==> config.mk <==
export PLATFORM = sky130hd
export DESIGN_NAME = evmf_top
export DESIGN_NICKNAME = d
export VERILOG_FILES = /design/src/evmf_pkg.sv /design/src/evmf_axil_slave.sv /design/src/evmf_top.sv
export SDC_FILE = /design/constraint.sdc
export NUM_CORES = 2
export LEC_CHECK = 0
export BUFFER_PORTS_ARGS = -buffer_cell sky130_fd_sc_hd__buf_4
export CAP_MARGIN = 20
export CORE_MARGIN = 4
export CORE_UTILIZATION = 48
export DETAILED_ROUTE_END_ITERATION = 10
export GPL_TIMING_DRIVEN = 0
export PLACE_DENSITY_LB_ADDON = 0.25
export SYNTH_ARGS = -nofsm -noshare
export SYNTH_HDL_FRONTEND = slang
export SYNTH_SLANG_ARGS = --single-unit
==> constraint.sdc <==
create_clock -name mclk -period 7.6 [get_ports mclk]
set_clock_uncertainty 0.1 [all_clocks]
set_input_delay 1.9 -clock mclk [delete_from_list [all_inputs] [get_ports mclk]]
set_output_delay 1.9 -clock mclk [all_outputs]
set_load 0.05 [all_outputs]
==> src/evmf_pkg.sv <==
/*
  constants, field layout and carrier types for the encoder mean-speed filter.
  assumes one 25 MHz system clock and a 32-bit axi4-lite register bus.
*/
package evmf_pkg;
  localparam int AXI_AW = 12;
  localparam int IDX_W = 8;
  localparam int IDX_LSB = 2;
  // register indices; the byte address is four times the index
  localparam logic [7:0] IDX_ZERO_DELAY = 8'h62;
  localparam logic [7:0] IDX_AVG_CFG = 8'h63;
  localparam logic [7:0] IDX_SPEED = 8'h65;
  localparam logic [7:0] IDX_POLL = 8'h80;
  localparam logic [7:0] IDX_MODE = 8'h81;
  localparam logic [7:0] IDX_RES = 8'h82;
  localparam logic [7:0] IDX_STATUS = 8'h83;
  localparam logic [7:0] IDX_LIMIT = 8'h84;
  // averaging config field layout
  localparam int GAP_LSB = 0;
  localparam int GAP_W = 8;
  localparam int FILT_LSB = 8;
  localparam int FILT_W = 4;
  localparam int INT_LSB = 16;
  localparam int INT_W = 16;
  localparam int MODE_ABS_BIT = 0;
  localparam int STAT_STEP_BIT = 0;
  // reset values
  localparam logic [31:0] AVG_CFG_RST = 32'h0000_0000;
  localparam logic [31:0] ZERO_DELAY_RST = 32'h00ff_ffff;
  localparam logic [31:0] POLL_RST = 32'h0000_0000;
  localparam logic [31:0] RES_RST = 32'h0000_0000;
  localparam logic [31:0] SPEED_RST = 32'h0000_0000;
  // timing and limit figures
  localparam logic [15:0] MIN_INTERVAL = 16'h0100;
  localparam int RES_DIV8_SH = 3;
  localparam int MULT_SH = 11;
  localparam logic [1:0] RESP_OKAY = 2'b00;
  localparam logic [1:0] RESP_SLVERR = 2'b10;

  typedef struct packed {
    logic [7:0] idx;
    logic [31:0] data;
    logic [3:0] strb;
  } evmf_wreq_type;

  typedef struct packed {
    logic valid;
    logic [31:0] pos;
  } evmf_enc_type;
endpackage : evmf_pkg

==> src/evmf_axil_slave.sv <==
/*
  axi4-lite slave front end: takes one write and one read at a time and hands
  them to the register file as a one-cycle write pulse and a read lookup.
  assumes the register file answers the read lookup combinationally.
*/
`timescale 1ns/100ps
module evmf_axil_slave (
  // clock and reset
  input wire logic mclk,
  input wire logic rst_n,
  // axi4-lite
  input wire logic [evmf_pkg::AXI_AW-1:0] s_axi_awaddr,
  input wire logic s_axi_awvalid,
  output logic s_axi_awready,
  input wire logic [31:0] s_axi_wdata,
  input wire logic [3:0] s_axi_wstrb,
  input wire logic s_axi_wvalid,
  output logic s_axi_wready,
  output logic [1:0] s_axi_bresp,
  output logic s_axi_bvalid,
  input wire logic s_axi_bready,
  input wire logic [evmf_pkg::AXI_AW-1:0] s_axi_araddr,
  input wire logic s_axi_arvalid,
  output logic s_axi_arready,
  output logic [31:0] s_axi_rdata,
  output logic [1:0] s_axi_rresp,
  output logic s_axi_rvalid,
  input wire logic s_axi_rready,
  // register file side
  output evmf_pkg::evmf_wreq_type wreq,
  output logic wr_pulse,
  input wire logic wr_ok,
  output logic [7:0] rd_idx,
  input wire logic [31:0] rd_word,
  input wire logic rd_ok
);
  import evmf_pkg::*;

  logic aw_held_r;
  logic w_held_r;
  logic bvalid_r;
  logic rvalid_r;
  logic [7:0] aw_idx_r;
  logic [31:0] w_data_r;
  logic [3:0] w_strb_r;
  logic [1:0] bresp_r;
  logic [31:0] rdata_r;
  logic [1:0] rresp_r;
  logic fire;

  assign s_axi_awready = !aw_held_r && !bvalid_r;
  assign s_axi_wready = !w_held_r && !bvalid_r;
  assign s_axi_arready = !rvalid_r;
  assign fire = aw_held_r && w_held_r && !bvalid_r;
  assign wr_pulse = fire;
  assign wreq = '{idx: aw_idx_r, data: w_data_r, strb: w_strb_r};
  assign rd_idx = s_axi_araddr[IDX_LSB +: IDX_W];
  assign s_axi_bvalid = bvalid_r;
  assign s_axi_bresp = bresp_r;
  assign s_axi_rvalid = rvalid_r;
  assign s_axi_rdata = rdata_r;
  assign s_axi_rresp = rresp_r;

  always_ff @(posedge mclk) begin
    if (!rst_n) begin
      aw_held_r <= 1'b0;
      w_held_r <= 1'b0;
      bvalid_r <= 1'b0;
      aw_idx_r <= 8'h00;
      w_data_r <= 32'h0000_0000;
      w_strb_r <= 4'h0;
      bresp_r <= RESP_OKAY;
    end else begin
      if (s_axi_awvalid && s_axi_awready) begin
        aw_held_r <= 1'b1;
        aw_idx_r <= s_axi_awaddr[IDX_LSB +: IDX_W];
      end
      if (s_axi_wvalid && s_axi_wready) begin
        w_held_r <= 1'b1;
        w_data_r <= s_axi_wdata;
        w_strb_r <= s_axi_wstrb;
      end
      if (fire) begin
        aw_held_r <= 1'b0;
        w_held_r <= 1'b0;
        bvalid_r <= 1'b1;
        bresp_r <= wr_ok ? RESP_OKAY : RESP_SLVERR;
      end else if (bvalid_r && s_axi_bready) begin
        bvalid_r <= 1'b0;
      end
    end
  end

  always_ff @(posedge mclk) begin
    if (!rst_n) begin
      rvalid_r <= 1'b0;
      rdata_r <= 32'h0000_0000;
      rresp_r <= RESP_OKAY;
    end else if (s_axi_arvalid && s_axi_arready) begin
      rvalid_r <= 1'b1;
      rdata_r <= rd_ok ? rd_word : 32'h0000_0000;
      rresp_r <= rd_ok ? RESP_OKAY : RESP_SLVERR;
    end else if (rvalid_r && s_axi_rready) begin
      rvalid_r <= 1'b0;
    end
  end
endmodule : evmf_axil_slave

==> src/evmf_top.sv <==
/*
  encoder mean-speed filter: forms raw encoder speed, averages it, checks
  absolute readings for plausibility and paces the closed-loop cycle.
  assumes position samples arrive already decoded from the encoder receiver,
  synchronous to mclk, and that software reaches the registers over axi4-lite.
*/
// The implementer's own choice: register access over AXI4-Lite.
// Notes on behaviour
// - wait the programmed 8-bit gap in clocks between samples fed to the mean
// - with an absolute encoder the sample gap is the serial poll period
// - absolute step limit is multiplier/256 times one eighth of resolution
// - multiplier zero means step limit is one eighth of resolution
// - the 4-bit exponent field sets the averaging filter exponent
// - incremental speed updates once per 16-bit programmed interval in clocks
// - intervals below 256 clocks are raised to 256; the absolute-mode control cycle from the upper field is used unraised
// - absolute mode runs the control cycle counted in clocks, upper field, until a poll period is set
// - control cycle set automatically to the fastest the encoder allows
// - incremental mode: mean speed forced to zero after programmed idle time without position change
`timescale 1ns/100ps
module evmf_top (
  // clock and reset
  input wire logic mclk,
  input wire logic rst_n,
  // axi4-lite register bus
  input wire logic [evmf_pkg::AXI_AW-1:0] s_axi_awaddr,
  input wire logic s_axi_awvalid,
  output logic s_axi_awready,
  input wire logic [31:0] s_axi_wdata,
  input wire logic [3:0] s_axi_wstrb,
  input wire logic s_axi_wvalid,
  output logic s_axi_wready,
  output logic [1:0] s_axi_bresp,
  output logic s_axi_bvalid,
  input wire logic s_axi_bready,
  input wire logic [evmf_pkg::AXI_AW-1:0] s_axi_araddr,
  input wire logic s_axi_arvalid,
  output logic s_axi_arready,
  output logic [31:0] s_axi_rdata,
  output logic [1:0] s_axi_rresp,
  output logic s_axi_rvalid,
  input wire logic s_axi_rready,
  // decoded encoder position
  input wire evmf_pkg::evmf_enc_type measured_shaft_speed,
  // results
  output logic [31:0] mean_shaft_speed,
  output logic loop_tick,
  output logic step_rejected
);
  import evmf_pkg::*;

  evmf_wreq_type wreq;
  logic wr_pulse;
  logic wr_ok;
  logic [7:0] rd_idx;
  logic [31:0] rd_word;
  logic rd_ok;

  evmf_axil_slave u_bus (
    .mclk(mclk),
    .rst_n(rst_n),
    .s_axi_awaddr(s_axi_awaddr),
    .s_axi_awvalid(s_axi_awvalid),
    .s_axi_awready(s_axi_awready),
    .s_axi_wdata(s_axi_wdata),
    .s_axi_wstrb(s_axi_wstrb),
    .s_axi_wvalid(s_axi_wvalid),
    .s_axi_wready(s_axi_wready),
    .s_axi_bresp(s_axi_bresp),
    .s_axi_bvalid(s_axi_bvalid),
    .s_axi_bready(s_axi_bready),
    .s_axi_araddr(s_axi_araddr),
    .s_axi_arvalid(s_axi_arvalid),
    .s_axi_arready(s_axi_arready),
    .s_axi_rdata(s_axi_rdata),
    .s_axi_rresp(s_axi_rresp),
    .s_axi_rvalid(s_axi_rvalid),
    .s_axi_rready(s_axi_rready),
    .wreq(wreq),
    .wr_pulse(wr_pulse),
    .wr_ok(wr_ok),
    .rd_idx(rd_idx),
    .rd_word(rd_word),
    .rd_ok(rd_ok)
  );

  // byte-lane merge of a write into a stored word
  function automatic logic [31:0] merge(
    input logic [31:0] old_word,
    input logic [31:0] new_word,
    input logic [3:0] strb
  );
    logic [31:0] res;
    res = old_word;
    for (int b = 0; b < 4; b++) begin
      if (strb[b]) begin
        res[b*8 +: 8] = new_word[b*8 +: 8];
      end
    end
    return res;
  endfunction : merge

  // software registers
  logic [31:0] avg_cfg_r;
  logic [31:0] zero_delay_r;
  logic [31:0] poll_r;
  logic [31:0] res_r;
  logic mode_abs_r;
  logic step_flag_r;

  // datapath state
  logic [31:0] pos_r;
  logic have_pos_r;
  logic [31:0] int_base_r;
  logic [31:0] raw_speed_r;
  logic [31:0] mean_r;
  logic [31:0] gap_cnt_r;
  logic [15:0] int_cnt_r;
  logic [31:0] loop_cnt_r;
  logic [31:0] idle_cnt_r;
  logic idle_r;
  logic loop_tick_r;
  logic step_rej_r;

  logic wr_cfg;
  logic wr_zero;
  logic wr_poll;
  logic wr_res;
  logic wr_mode;
  logic wr_stat;

  assign wr_cfg = wr_pulse && (wreq.idx == IDX_AVG_CFG);
  assign wr_zero = wr_pulse && (wreq.idx == IDX_ZERO_DELAY);
  assign wr_poll = wr_pulse && (wreq.idx == IDX_POLL);
  assign wr_res = wr_pulse && (wreq.idx == IDX_RES);
  assign wr_mode = wr_pulse && (wreq.idx == IDX_MODE);
  assign wr_stat = wr_pulse && (wreq.idx == IDX_STATUS);
  assign wr_ok = wr_cfg || wr_zero || wr_poll || wr_res || wr_mode || wr_stat;

  always_ff @(posedge mclk) begin
    if (!rst_n) begin
      avg_cfg_r <= AVG_CFG_RST;
    end else if (wr_cfg) begin
      avg_cfg_r <= merge(avg_cfg_r, wreq.data, wreq.strb);
    end
  end

  always_ff @(posedge mclk) begin
    if (!rst_n) begin
      zero_delay_r <= ZERO_DELAY_RST;
      poll_r <= POLL_RST;
      res_r <= RES_RST;
      mode_abs_r <= 1'b0;
    end else begin
      if (wr_zero) begin
        zero_delay_r <= merge(zero_delay_r, wreq.data, wreq.strb);
      end
      if (wr_poll) begin
        poll_r <= merge(poll_r, wreq.data, wreq.strb);
      end
      if (wr_res) begin
        res_r <= merge(res_r, wreq.data, wreq.strb);
      end
      if (wr_mode && wreq.strb[0]) begin
        mode_abs_r <= wreq.data[MODE_ABS_BIT];
      end
    end
  end

  // effective settings
  logic [7:0] gap_field;
  logic [3:0] filt_exp;
  logic [15:0] int_field;
  logic [15:0] int_eff;
  logic [31:0] gap_eff;
  logic [31:0] loop_eff;
  logic [39:0] mult_prod;
  logic [31:0] step_limit;

  assign gap_field = avg_cfg_r[GAP_LSB +: GAP_W];
  assign filt_exp = avg_cfg_r[FILT_LSB +: FILT_W];
  assign int_field = avg_cfg_r[INT_LSB +: INT_W];
  assign int_eff = (int_field < MIN_INTERVAL) ? MIN_INTERVAL : int_field;
  assign gap_eff = mode_abs_r ? poll_r : {24'h00_0000, gap_field};
  // fastest cycle is one serial poll; the field serves until a poll period is set
  assign loop_eff = (poll_r != 32'h0000_0000) ? poll_r : {16'h0000, int_field};
  assign mult_prod = res_r * gap_field;
  assign step_limit = (gap_field == 8'h00) ? (res_r >> RES_DIV8_SH) :
    {3'b000, mult_prod[MULT_SH +: 29]};

  // sample gap timer feeding the mean
  logic gap_tick;
  assign gap_tick = (gap_cnt_r + 32'h0000_0001) >= gap_eff;

  always_ff @(posedge mclk) begin
    if (!rst_n) begin
      gap_cnt_r <= 32'h0000_0000;
    end else if (gap_tick) begin
      gap_cnt_r <= 32'h0000_0000;
    end else begin
      gap_cnt_r <= gap_cnt_r + 32'h0000_0001;
    end
  end

  // incremental speed interval timer
  logic int_tick;
  assign int_tick = !mode_abs_r && ((int_cnt_r + 16'h0001) >= int_eff);

  always_ff @(posedge mclk) begin
    if (!rst_n) begin
      int_cnt_r <= 16'h0000;
    end else if (mode_abs_r || int_tick) begin
      int_cnt_r <= 16'h0000;
    end else begin
      int_cnt_r <= int_cnt_r + 16'h0001;
    end
  end

  // closed-loop control cycle timer, absolute mode only
  logic loop_hit;
  assign loop_hit = (loop_cnt_r + 32'h0000_0001) >= loop_eff;

  always_ff @(posedge mclk) begin
    if (!rst_n) begin
      loop_cnt_r <= 32'h0000_0000;
      loop_tick_r <= 1'b0;
    end else if (!mode_abs_r) begin
      loop_cnt_r <= 32'h0000_0000;
      loop_tick_r <= 1'b0;
    end else if (loop_hit) begin
      loop_cnt_r <= 32'h0000_0000;
      loop_tick_r <= 1'b1;
    end else begin
      loop_cnt_r <= loop_cnt_r + 32'h0000_0001;
      loop_tick_r <= 1'b0;
    end
  end

  // absolute reading plausibility
  logic [31:0] step_delta;
  logic [31:0] step_mag;
  logic abs_bad;
  logic abs_take;
  assign step_delta = measured_shaft_speed.pos - pos_r;
  assign step_mag = step_delta[31] ? (32'h0000_0000 - step_delta) : step_delta;
  assign abs_bad = mode_abs_r && measured_shaft_speed.valid && have_pos_r && (step_mag > step_limit);
  assign abs_take = mode_abs_r && measured_shaft_speed.valid && !abs_bad;

  always_ff @(posedge mclk) begin
    if (!rst_n) begin
      pos_r <= 32'h0000_0000;
      have_pos_r <= 1'b0;
    end else if (measured_shaft_speed.valid && !abs_bad) begin
      pos_r <= measured_shaft_speed.pos;
      have_pos_r <= 1'b1;
    end
  end

  always_ff @(posedge mclk) begin
    if (!rst_n) begin
      step_rej_r <= 1'b0;
    end else begin
      step_rej_r <= abs_bad;
    end
  end

  // sticky flag, a new rejection wins over a write-one clear
  always_ff @(posedge mclk) begin
    if (!rst_n) begin
      step_flag_r <= 1'b0;
    end else if (abs_bad) begin
      step_flag_r <= 1'b1;
    end else if (wr_stat && wreq.strb[0] && wreq.data[STAT_STEP_BIT]) begin
      step_flag_r <= 1'b0;
    end
  end

  // idle timer since last incremental position change
  logic pos_moved;
  assign pos_moved = measured_shaft_speed.valid && (measured_shaft_speed.pos != pos_r);

  always_ff @(posedge mclk) begin
    if (!rst_n) begin
      idle_cnt_r <= 32'h0000_0000;
      idle_r <= 1'b0;
    end else if (mode_abs_r || pos_moved) begin
      idle_cnt_r <= 32'h0000_0000;
      idle_r <= 1'b0;
    end else if (idle_cnt_r >= zero_delay_r) begin
      idle_r <= 1'b1;
    end else begin
      idle_cnt_r <= idle_cnt_r + 32'h0000_0001;
    end
  end

  // raw speed: per interval when incremental, per reading when absolute
  always_ff @(posedge mclk) begin
    if (!rst_n) begin
      int_base_r <= 32'h0000_0000;
    end else if (int_tick) begin
      int_base_r <= measured_shaft_speed.valid ? measured_shaft_speed.pos : pos_r;
    end
  end

  always_ff @(posedge mclk) begin
    if (!rst_n) begin
      raw_speed_r <= SPEED_RST;
    end else if (abs_take) begin
      raw_speed_r <= have_pos_r ? step_delta : 32'h0000_0000;
    end else if (int_tick) begin
      raw_speed_r <= (measured_shaft_speed.valid ? measured_shaft_speed.pos : pos_r) - int_base_r;
    end else if (idle_r) begin
      raw_speed_r <= 32'h0000_0000;
    end
  end

  // running average
  logic [32:0] diff;
  logic [32:0] step;
  logic [32:0] mean_sum;
  assign diff = {raw_speed_r[31], raw_speed_r} - {mean_r[31], mean_r};
  assign step = $signed(diff) >>> filt_exp;
  assign mean_sum = {mean_r[31], mean_r} + step;

  always_ff @(posedge mclk) begin
    if (!rst_n) begin
      mean_r <= SPEED_RST;
    end else if (idle_r) begin
      mean_r <= 32'h0000_0000;
    end else if (gap_tick) begin
      mean_r <= mean_sum[31:0];
    end
  end

  // register readback
  always_comb begin
    rd_word = 32'h0000_0000;
    rd_ok = 1'b1;
    case (rd_idx)
      IDX_AVG_CFG: rd_word = 32'h0000_0000;
      IDX_ZERO_DELAY: rd_word = 32'h0000_0000;
      IDX_SPEED: rd_word = mean_r;
      IDX_POLL: rd_word = poll_r;
      IDX_MODE: rd_word = {31'h0000_0000, mode_abs_r};
      IDX_RES: rd_word = res_r;
      IDX_STATUS: rd_word = {31'h0000_0000, step_flag_r};
      IDX_LIMIT: rd_word = step_limit;
      default: rd_ok = 1'b0;
    endcase
  end

  assign mean_shaft_speed = mean_r;
  assign loop_tick = loop_tick_r;
  assign step_rejected = step_rej_r;
endmodule : evmf_top

# Word-level counts from Yosys, hierarchy flattened

Index checks and enable logic that the tools add are counted.

Bits in registers: 454
Word-level logic and storage cells: 164
Output and inout bits: 75

Bitwise logic cells: 2
Multiply operators: 1
Eq/ne operators: 15
Multiplexer cells: 22
Add/subtract/negate cells: 9
Shift-type cells: 1
$lt $le $gt $ge: 6
Reduce and logical (&&, ||, !) cells: 68

Operators by type and width:

| operator                | number |
|---|---|
| $mux W32                | 9 |
| $pmux W32 S6            | 1 |
| $add A32 B1 Y32 const B | 3 |
| $ge A32 B32 Y1          | 3 |
| $eq A8 B8 Y1 const B    | 9 |
| $sub A32 B32 Y32        | 2 |
| $eq A8 B7 Y1 const B    | 5 |
| $mul A32 B8 Y40         | 1 |
| $reduce_and A2 Y1       | 17 |
| $sshr A33 B4 Y32        | 1 |
| $sub A32 B32 Y33        | 1 |
| $add A32 B32 Y32        | 1 |
| $gt A32 B29 Y1          | 1 |
| $ne A32 B32 Y1          | 1 |
| $reduce_bool A32 Y1     | 1 |
| $sub A1 B32 Y32 const A | 1 |
| $mux W29                | 1 |
| $logic_and A1 B1 Y1     | 25 |
| $add A16 B1 Y16 const B | 1 |
| $ge A16 B16 Y1          | 1 |
| $lt A16 B9 Y1 const B   | 1 |
| $mux W16                | 1 |
| $reduce_or A2 Y1        | 5 |
| $logic_not A8 Y1        | 1 |
| other kinds (9)         | 31 |

# Logic depth before layout (Yosys ltp)

Depth after elaboration: 9
Depth in mapped cells: 39
Mapped depth without buffers: 35

# By module

A second synthesis with hierarchy kept.

Cell total of the unflattened synthesis: 4,891
Area total of the unflattened synthesis: 39,018.7 sq um

By module, submodules not included:

| module          | area an instance (sq um) | instances | cells each |
|---|---|---|---|
| evmf_top        | 35,833.1                 | 1         | 4,514 |
| evmf_axil_slave | 3,185.6                  | 1         | 377 |

# Worst setup path before layout

Ideal clock, no wire load.

Path type: reg-to-reg
Start: register avg_cfg_r[6]
End: register pos_r[10]
Setup slack: -0.382 ns
Data required time: 7.428 ns
Stages on the path, launching flop included: 36
Arrival time: 7.810 ns
Path buffers: 4
Library setup time: 0.072 ns
Cell sequence: dfxtp_1 > clkbuf_1 > and2_1 > fa_1 > fa_1 > fa_1 > inv_1 > fa_1 > inv_1 > ha_1 > or3_1 > a2111oi_0 > or3b_2 > o21bai_1 > a31o_2 > a21oi_1 > o21bai_1 > and4b_1 > nor3_1 > ha_1 > a21o_1 > a21o_1 > a21o_1 > a21oi_1 > nor2b_1 > o211ai_1 > nand3_1 > a211oi_1 > o32a_1 > o221a_2 > and2_1 > buf_6 > o21a_1 > buf_6 > buf_6 > mux2i_1

Cells in the longest elaborated chain, start to end: 6

RTL lines:

| element                                             | RTL line                         | text |
|---|---|---|
| from (decl)                                         | evmf_top.sv:103                  | `logic [31:0] avg_cfg_r;` |
| from (signal assigned)                              | evmf_top.sv:143                  | `avg_cfg_r <= merge(avg_cfg_r, wreq.data, wreq.strb);` |
| $mul A32 B8 Y40 or $logic_not A8 Y1 (tied branches) | evmf_top.sv:186, evmf_top.sv:187 |  |
| $mux W29 (*)                                        | evmf_top.sv:187                  | `assign step_limit = (gap_field == 8'h00) ? (res_r >> RES_DIV8_SH) :` |
| $gt A32 B29 Y1 (*)                                  | evmf_top.sv:245                  | `assign abs_bad = mode_abs_r && measured_shaft_speed.valid && have_pos_r && (step_mag > step_limit);` |
| $logic_and A1 B1 Y1 (*)                             | evmf_top.sv:245                  |  |
| $logic_not A1 Y1 (*)                                | evmf_top.sv:252                  | `end else if (measured_shaft_speed.valid && !abs_bad) begin` |
| $logic_and A1 B1 Y1 (*)                             | evmf_top.sv:252                  |  |
| to (signal assigned)                                | evmf_top.sv:253                  | `pos_r <= measured_shaft_speed.pos;` |
| to (decl)                                           | evmf_top.sv:111                  | `logic [31:0] pos_r;` |

Mark *: on every way between the ends. The rest lies on a longest branch, timed or not.
A chain may end at the register's enable or synchronous reset.

# Worst setup path in the final report

Start: register avg_cfg_r[4]
End: register raw_speed_r[13]

Cells in the longest elaborated chain, start to end: 7

RTL lines:

| element                                                         | RTL line                         | text |
|---|---|---|
| $mul A32 B8 Y40 or $logic_not A8 Y1 (tied branches)             | evmf_top.sv:186, evmf_top.sv:187 |  |
| $mux W29 (*)                                                    | evmf_top.sv:187                  |  |
| $gt A32 B29 Y1 (*)                                              | evmf_top.sv:245                  |  |
| $logic_and A1 B1 Y1 (*)                                         | evmf_top.sv:245                  |  |
| $logic_not A1 Y1 (*)                                            | evmf_top.sv:246                  | `assign abs_take = mode_abs_r && measured_shaft_speed.valid && !abs_bad;` |
| $logic_and A1 B1 Y1 (*)                                         | evmf_top.sv:246                  |  |
| $reduce_bool A3 Y1 (no source line) or $mux W32 (tied branches) | n/a                              |  |
| to (signal assigned)                                            | evmf_top.sv:308                  | `raw_speed_r <= have_pos_r ? step_delta : 32'h0000_0000;` |
| to (signal assigned)                                            | evmf_top.sv:310                  | `raw_speed_r <= (measured_shaft_speed.valid ? measured_shaft_speed.pos : pos_r) - int_base_r;` |
| to (decl)                                                       | evmf_top.sv:114                  | `logic [31:0] raw_speed_r;` |

Marks and branches as above.

==> flow_summary.ini <==
[pwr]
p_sw_uw = 3910
leakage_uw = 0.0196
p_int_uw = 5770
p_per_area_nw_per_um2 = 216
p_comb_frac = 0.440
sw_frac_of_total = 0.404
ir_worst_vdd_uv = 191
seqPwrFrac = 0.288
clock_power_share = 0.272

[grt]
antenna_found_initial = 2
grt_use_total = 0.313
grt_pass1_vias = 34700
grt_max_degree = 15
grt_pass1_wl_mm = 208
overflow = 0

[critical_path]
startpoint_type = register
cpPeakStageDelay_ns = 0.56
critical_path_class = reg2reg
cp.arrival_ns = 8.50
path_max_fanout = 6
end_kind = register
required_ns = 7.98
crit_path_start = avg_cfg_r[4]$_SDFFE_PN0P_
cp_slowest_cell = fa_1
rr_startpoint = avg_cfg_r[4]$_SDFFE_PN0P_

[hold_path]
hold_start = pos_r[2]$_SDFFE_PN0P_
hp-class = reg2reg

[layout]
syn2layout_area_growth_pct = 16.8
nNetsFinal = 5692
stdcell_area_um2 = 44900
drive_gt1_frac = 0.114

[logic_synthesis]
synth.most_common_cell = nand2_1
avgSynthCellArea_um2 = 8.03
synth_edf_count = 0
synth_warnings = 0
syn-instance-count = 4789
synth.top_cell.area_share = 0.235
yosysTopAreaCell = dfxtp_1
ys_seq_area_frac = 0.235
syn-cell-area_um2 = 38400
synth_area_leaders = dfxtp_1, ha_1, fa_1, nand2_1, mux2i_1
synth_ff_type = dfxtp_1
synthArstFlopShare = 0
synth_cell_types = 91
synth_common_cells = nand2_1, dfxtp_1, inv_1
synth.ff_latch_count = 452

[timing]
min_period_ns = 8.11
worst_slew_pin_slew_ns = 1.10
period_share = 1.07
fin_tns_setup_ns = -28.63
rsz0062_at_grt = yes
relSlewSlack = 0.255
finalSetupViolations = 66
fmax_ghz = 0.123
drv_slew = 0
hold_viol = 0
setup_ws_ns = -0.514
fin_hold_ws_ns = 0.355

[routing]
wire_per_inst_um = 22.3
drt_iter0_drc = 3755
via_per_inst = 5.94
dr.pass1.iters = 9
antenna_left = 0
drt-total-wl_mm = 138
vias = 36700
route.detailed.drc = 0

[cts]
cts_buffers = 51
clk_pin_slew_ns = 0.06
clk_latency_ns = 0.64
cts-root-buf = clkbuf_16
htreeDepth = 2
clk_path_buf_depth = 3
clock_sinks = 452
ctsHoldBuffers = 0
tritoncts = done

[place]
detailed_place.area_um2 = 41000
gp_congestion = 1.01
dp_hpwl_mm = 108
numPortBuffers = 162
post-place-ws_ns = -1.93

[outcome]
violations = negative setup slack
status = finished, violations left

[run]
maxCapViolCount = 0

[die]
fp.dieH_um = 291
dieArea_um2 = 84700
start_util = 0.486
die_width_um = 291
core_area_um2 = 79100
num_rows = 103
num_io_pins = 175
[metal layers]
metal  up-vias  share of wire  global-route usage
li1      17000              -                   -
met1     17500           0.42               0.430
met2      1713           0.42               0.473
met3       412          0.099              0.0639
met4         2          0.057               0.141
met5         -       0.000094                   0
[logic make-up (layout without fill, tap and decap cells)]
kind of cell               count (synthesis)  count (layout)  synth area share
and+or+nand+nor                         1717            1717             0.214
AOI/OAI and AO/OA                        982             982             0.165
buffers and inverters                    643             972            0.0642
adders and majority gates                511             511             0.202
DFF                                      452             452             0.235
xor gates and xnor gates                 269             269            0.0615
muxes                                    214             214            0.0579
other                                      1               3         0.0000975
[repair_timing]
action / 4_1_cts / 5_1_grt
gates resized for setup: 237 / 103
endpoints found under the setup margin: 68 / 69
gates cloned: 7 / 3
pin swaps: 61 / 59
buffers inserted: 50 / 25
[cell usage in the layout, fill, tap and decap left out, types with 41 or more instances in the layout]
cell type,instances
a21o_1,116
a21oi_1,333
and2_1,205
and3_1,76
buf_4,234
clkbuf_1,166
clkbuf_16,60
dfxtp_1,431
fa_1,178
ha_1,317
inv_1,388
mux2i_1,182
nand2_1,634
nand3_1,186
nand4_1,49
nor2_1,281
nor2b_1,81
nor3_1,58
o211ai_1,41
o21ai_0,152
xnor2_1,142
xor2_1,117
[through the flow]
step	util	cells	total power, uW
after floorplan	-	4790	5640
after global placement	0.519	6002	6690
after detailed placement	0.519	6002	6720
after CTS	0.559	6144	9490
after global routing	0.567	6169	10200
final	0.567	6170	9680
[worst max-delay path, delay by kind of cell (launching register included)]
| family | cells | cell delay (ns) |
|---|---|---|
| xor gates and xnor gates | 1 | 0.25 |
| muxes | 1 | 0.15 |
| and+or+nand+nor | 6 | 1.29 |
| adders and majority gates | 6 | 2.66 |
| buffers and inverters | 10 | 1.25 |
| DFF | 1 | 0.38 |
| AOI/OAI and AO/OA | 12 | 1.87 |
[power by group through the flow]
stage | Sequential (uW) | Combinational [uW] | Clock, uW
6_report | 2780 | 4260 | 2640
5_1_grt | 2770 | 4640 | 2760
4_1_cts | 2760 | 4060 | 2670
3_5_place_dp | 2820 | 3900 | 0
3_3_place_gp | 2820 | 3870 | 0
2_1_floorplan | 2880 | 2770 | 0
[worst paths after layout]
check / end / slack, ns / cells after the start
min: pos_r[2]$_SDFFE_PN0P_ / 0.35 / 2
min reg2reg: pos_r[2]$_SDFFE_PN0P_ / 0.35 / 2
max: raw_speed_r[13]$_SDFFE_PN0P_ / -0.51 / 36
max reg2reg: raw_speed_r[13]$_SDFFE_PN0P_ / -0.51 / 36
[cell type report]
cell class	instances	area, um^2
Antenna cell	1	2.50
Buffer	238	1320
Clock buffer	71	1510
Clock inverter	20	263
Fill cell	7345	34200
Inverter	398	1490
Multi-Input combinational cell	3695	27900
Sequential cell	452	9090
Tap cell	1050	1310
Timing Repair Buffer	245	1990
(Power assumes the default switching activity.)
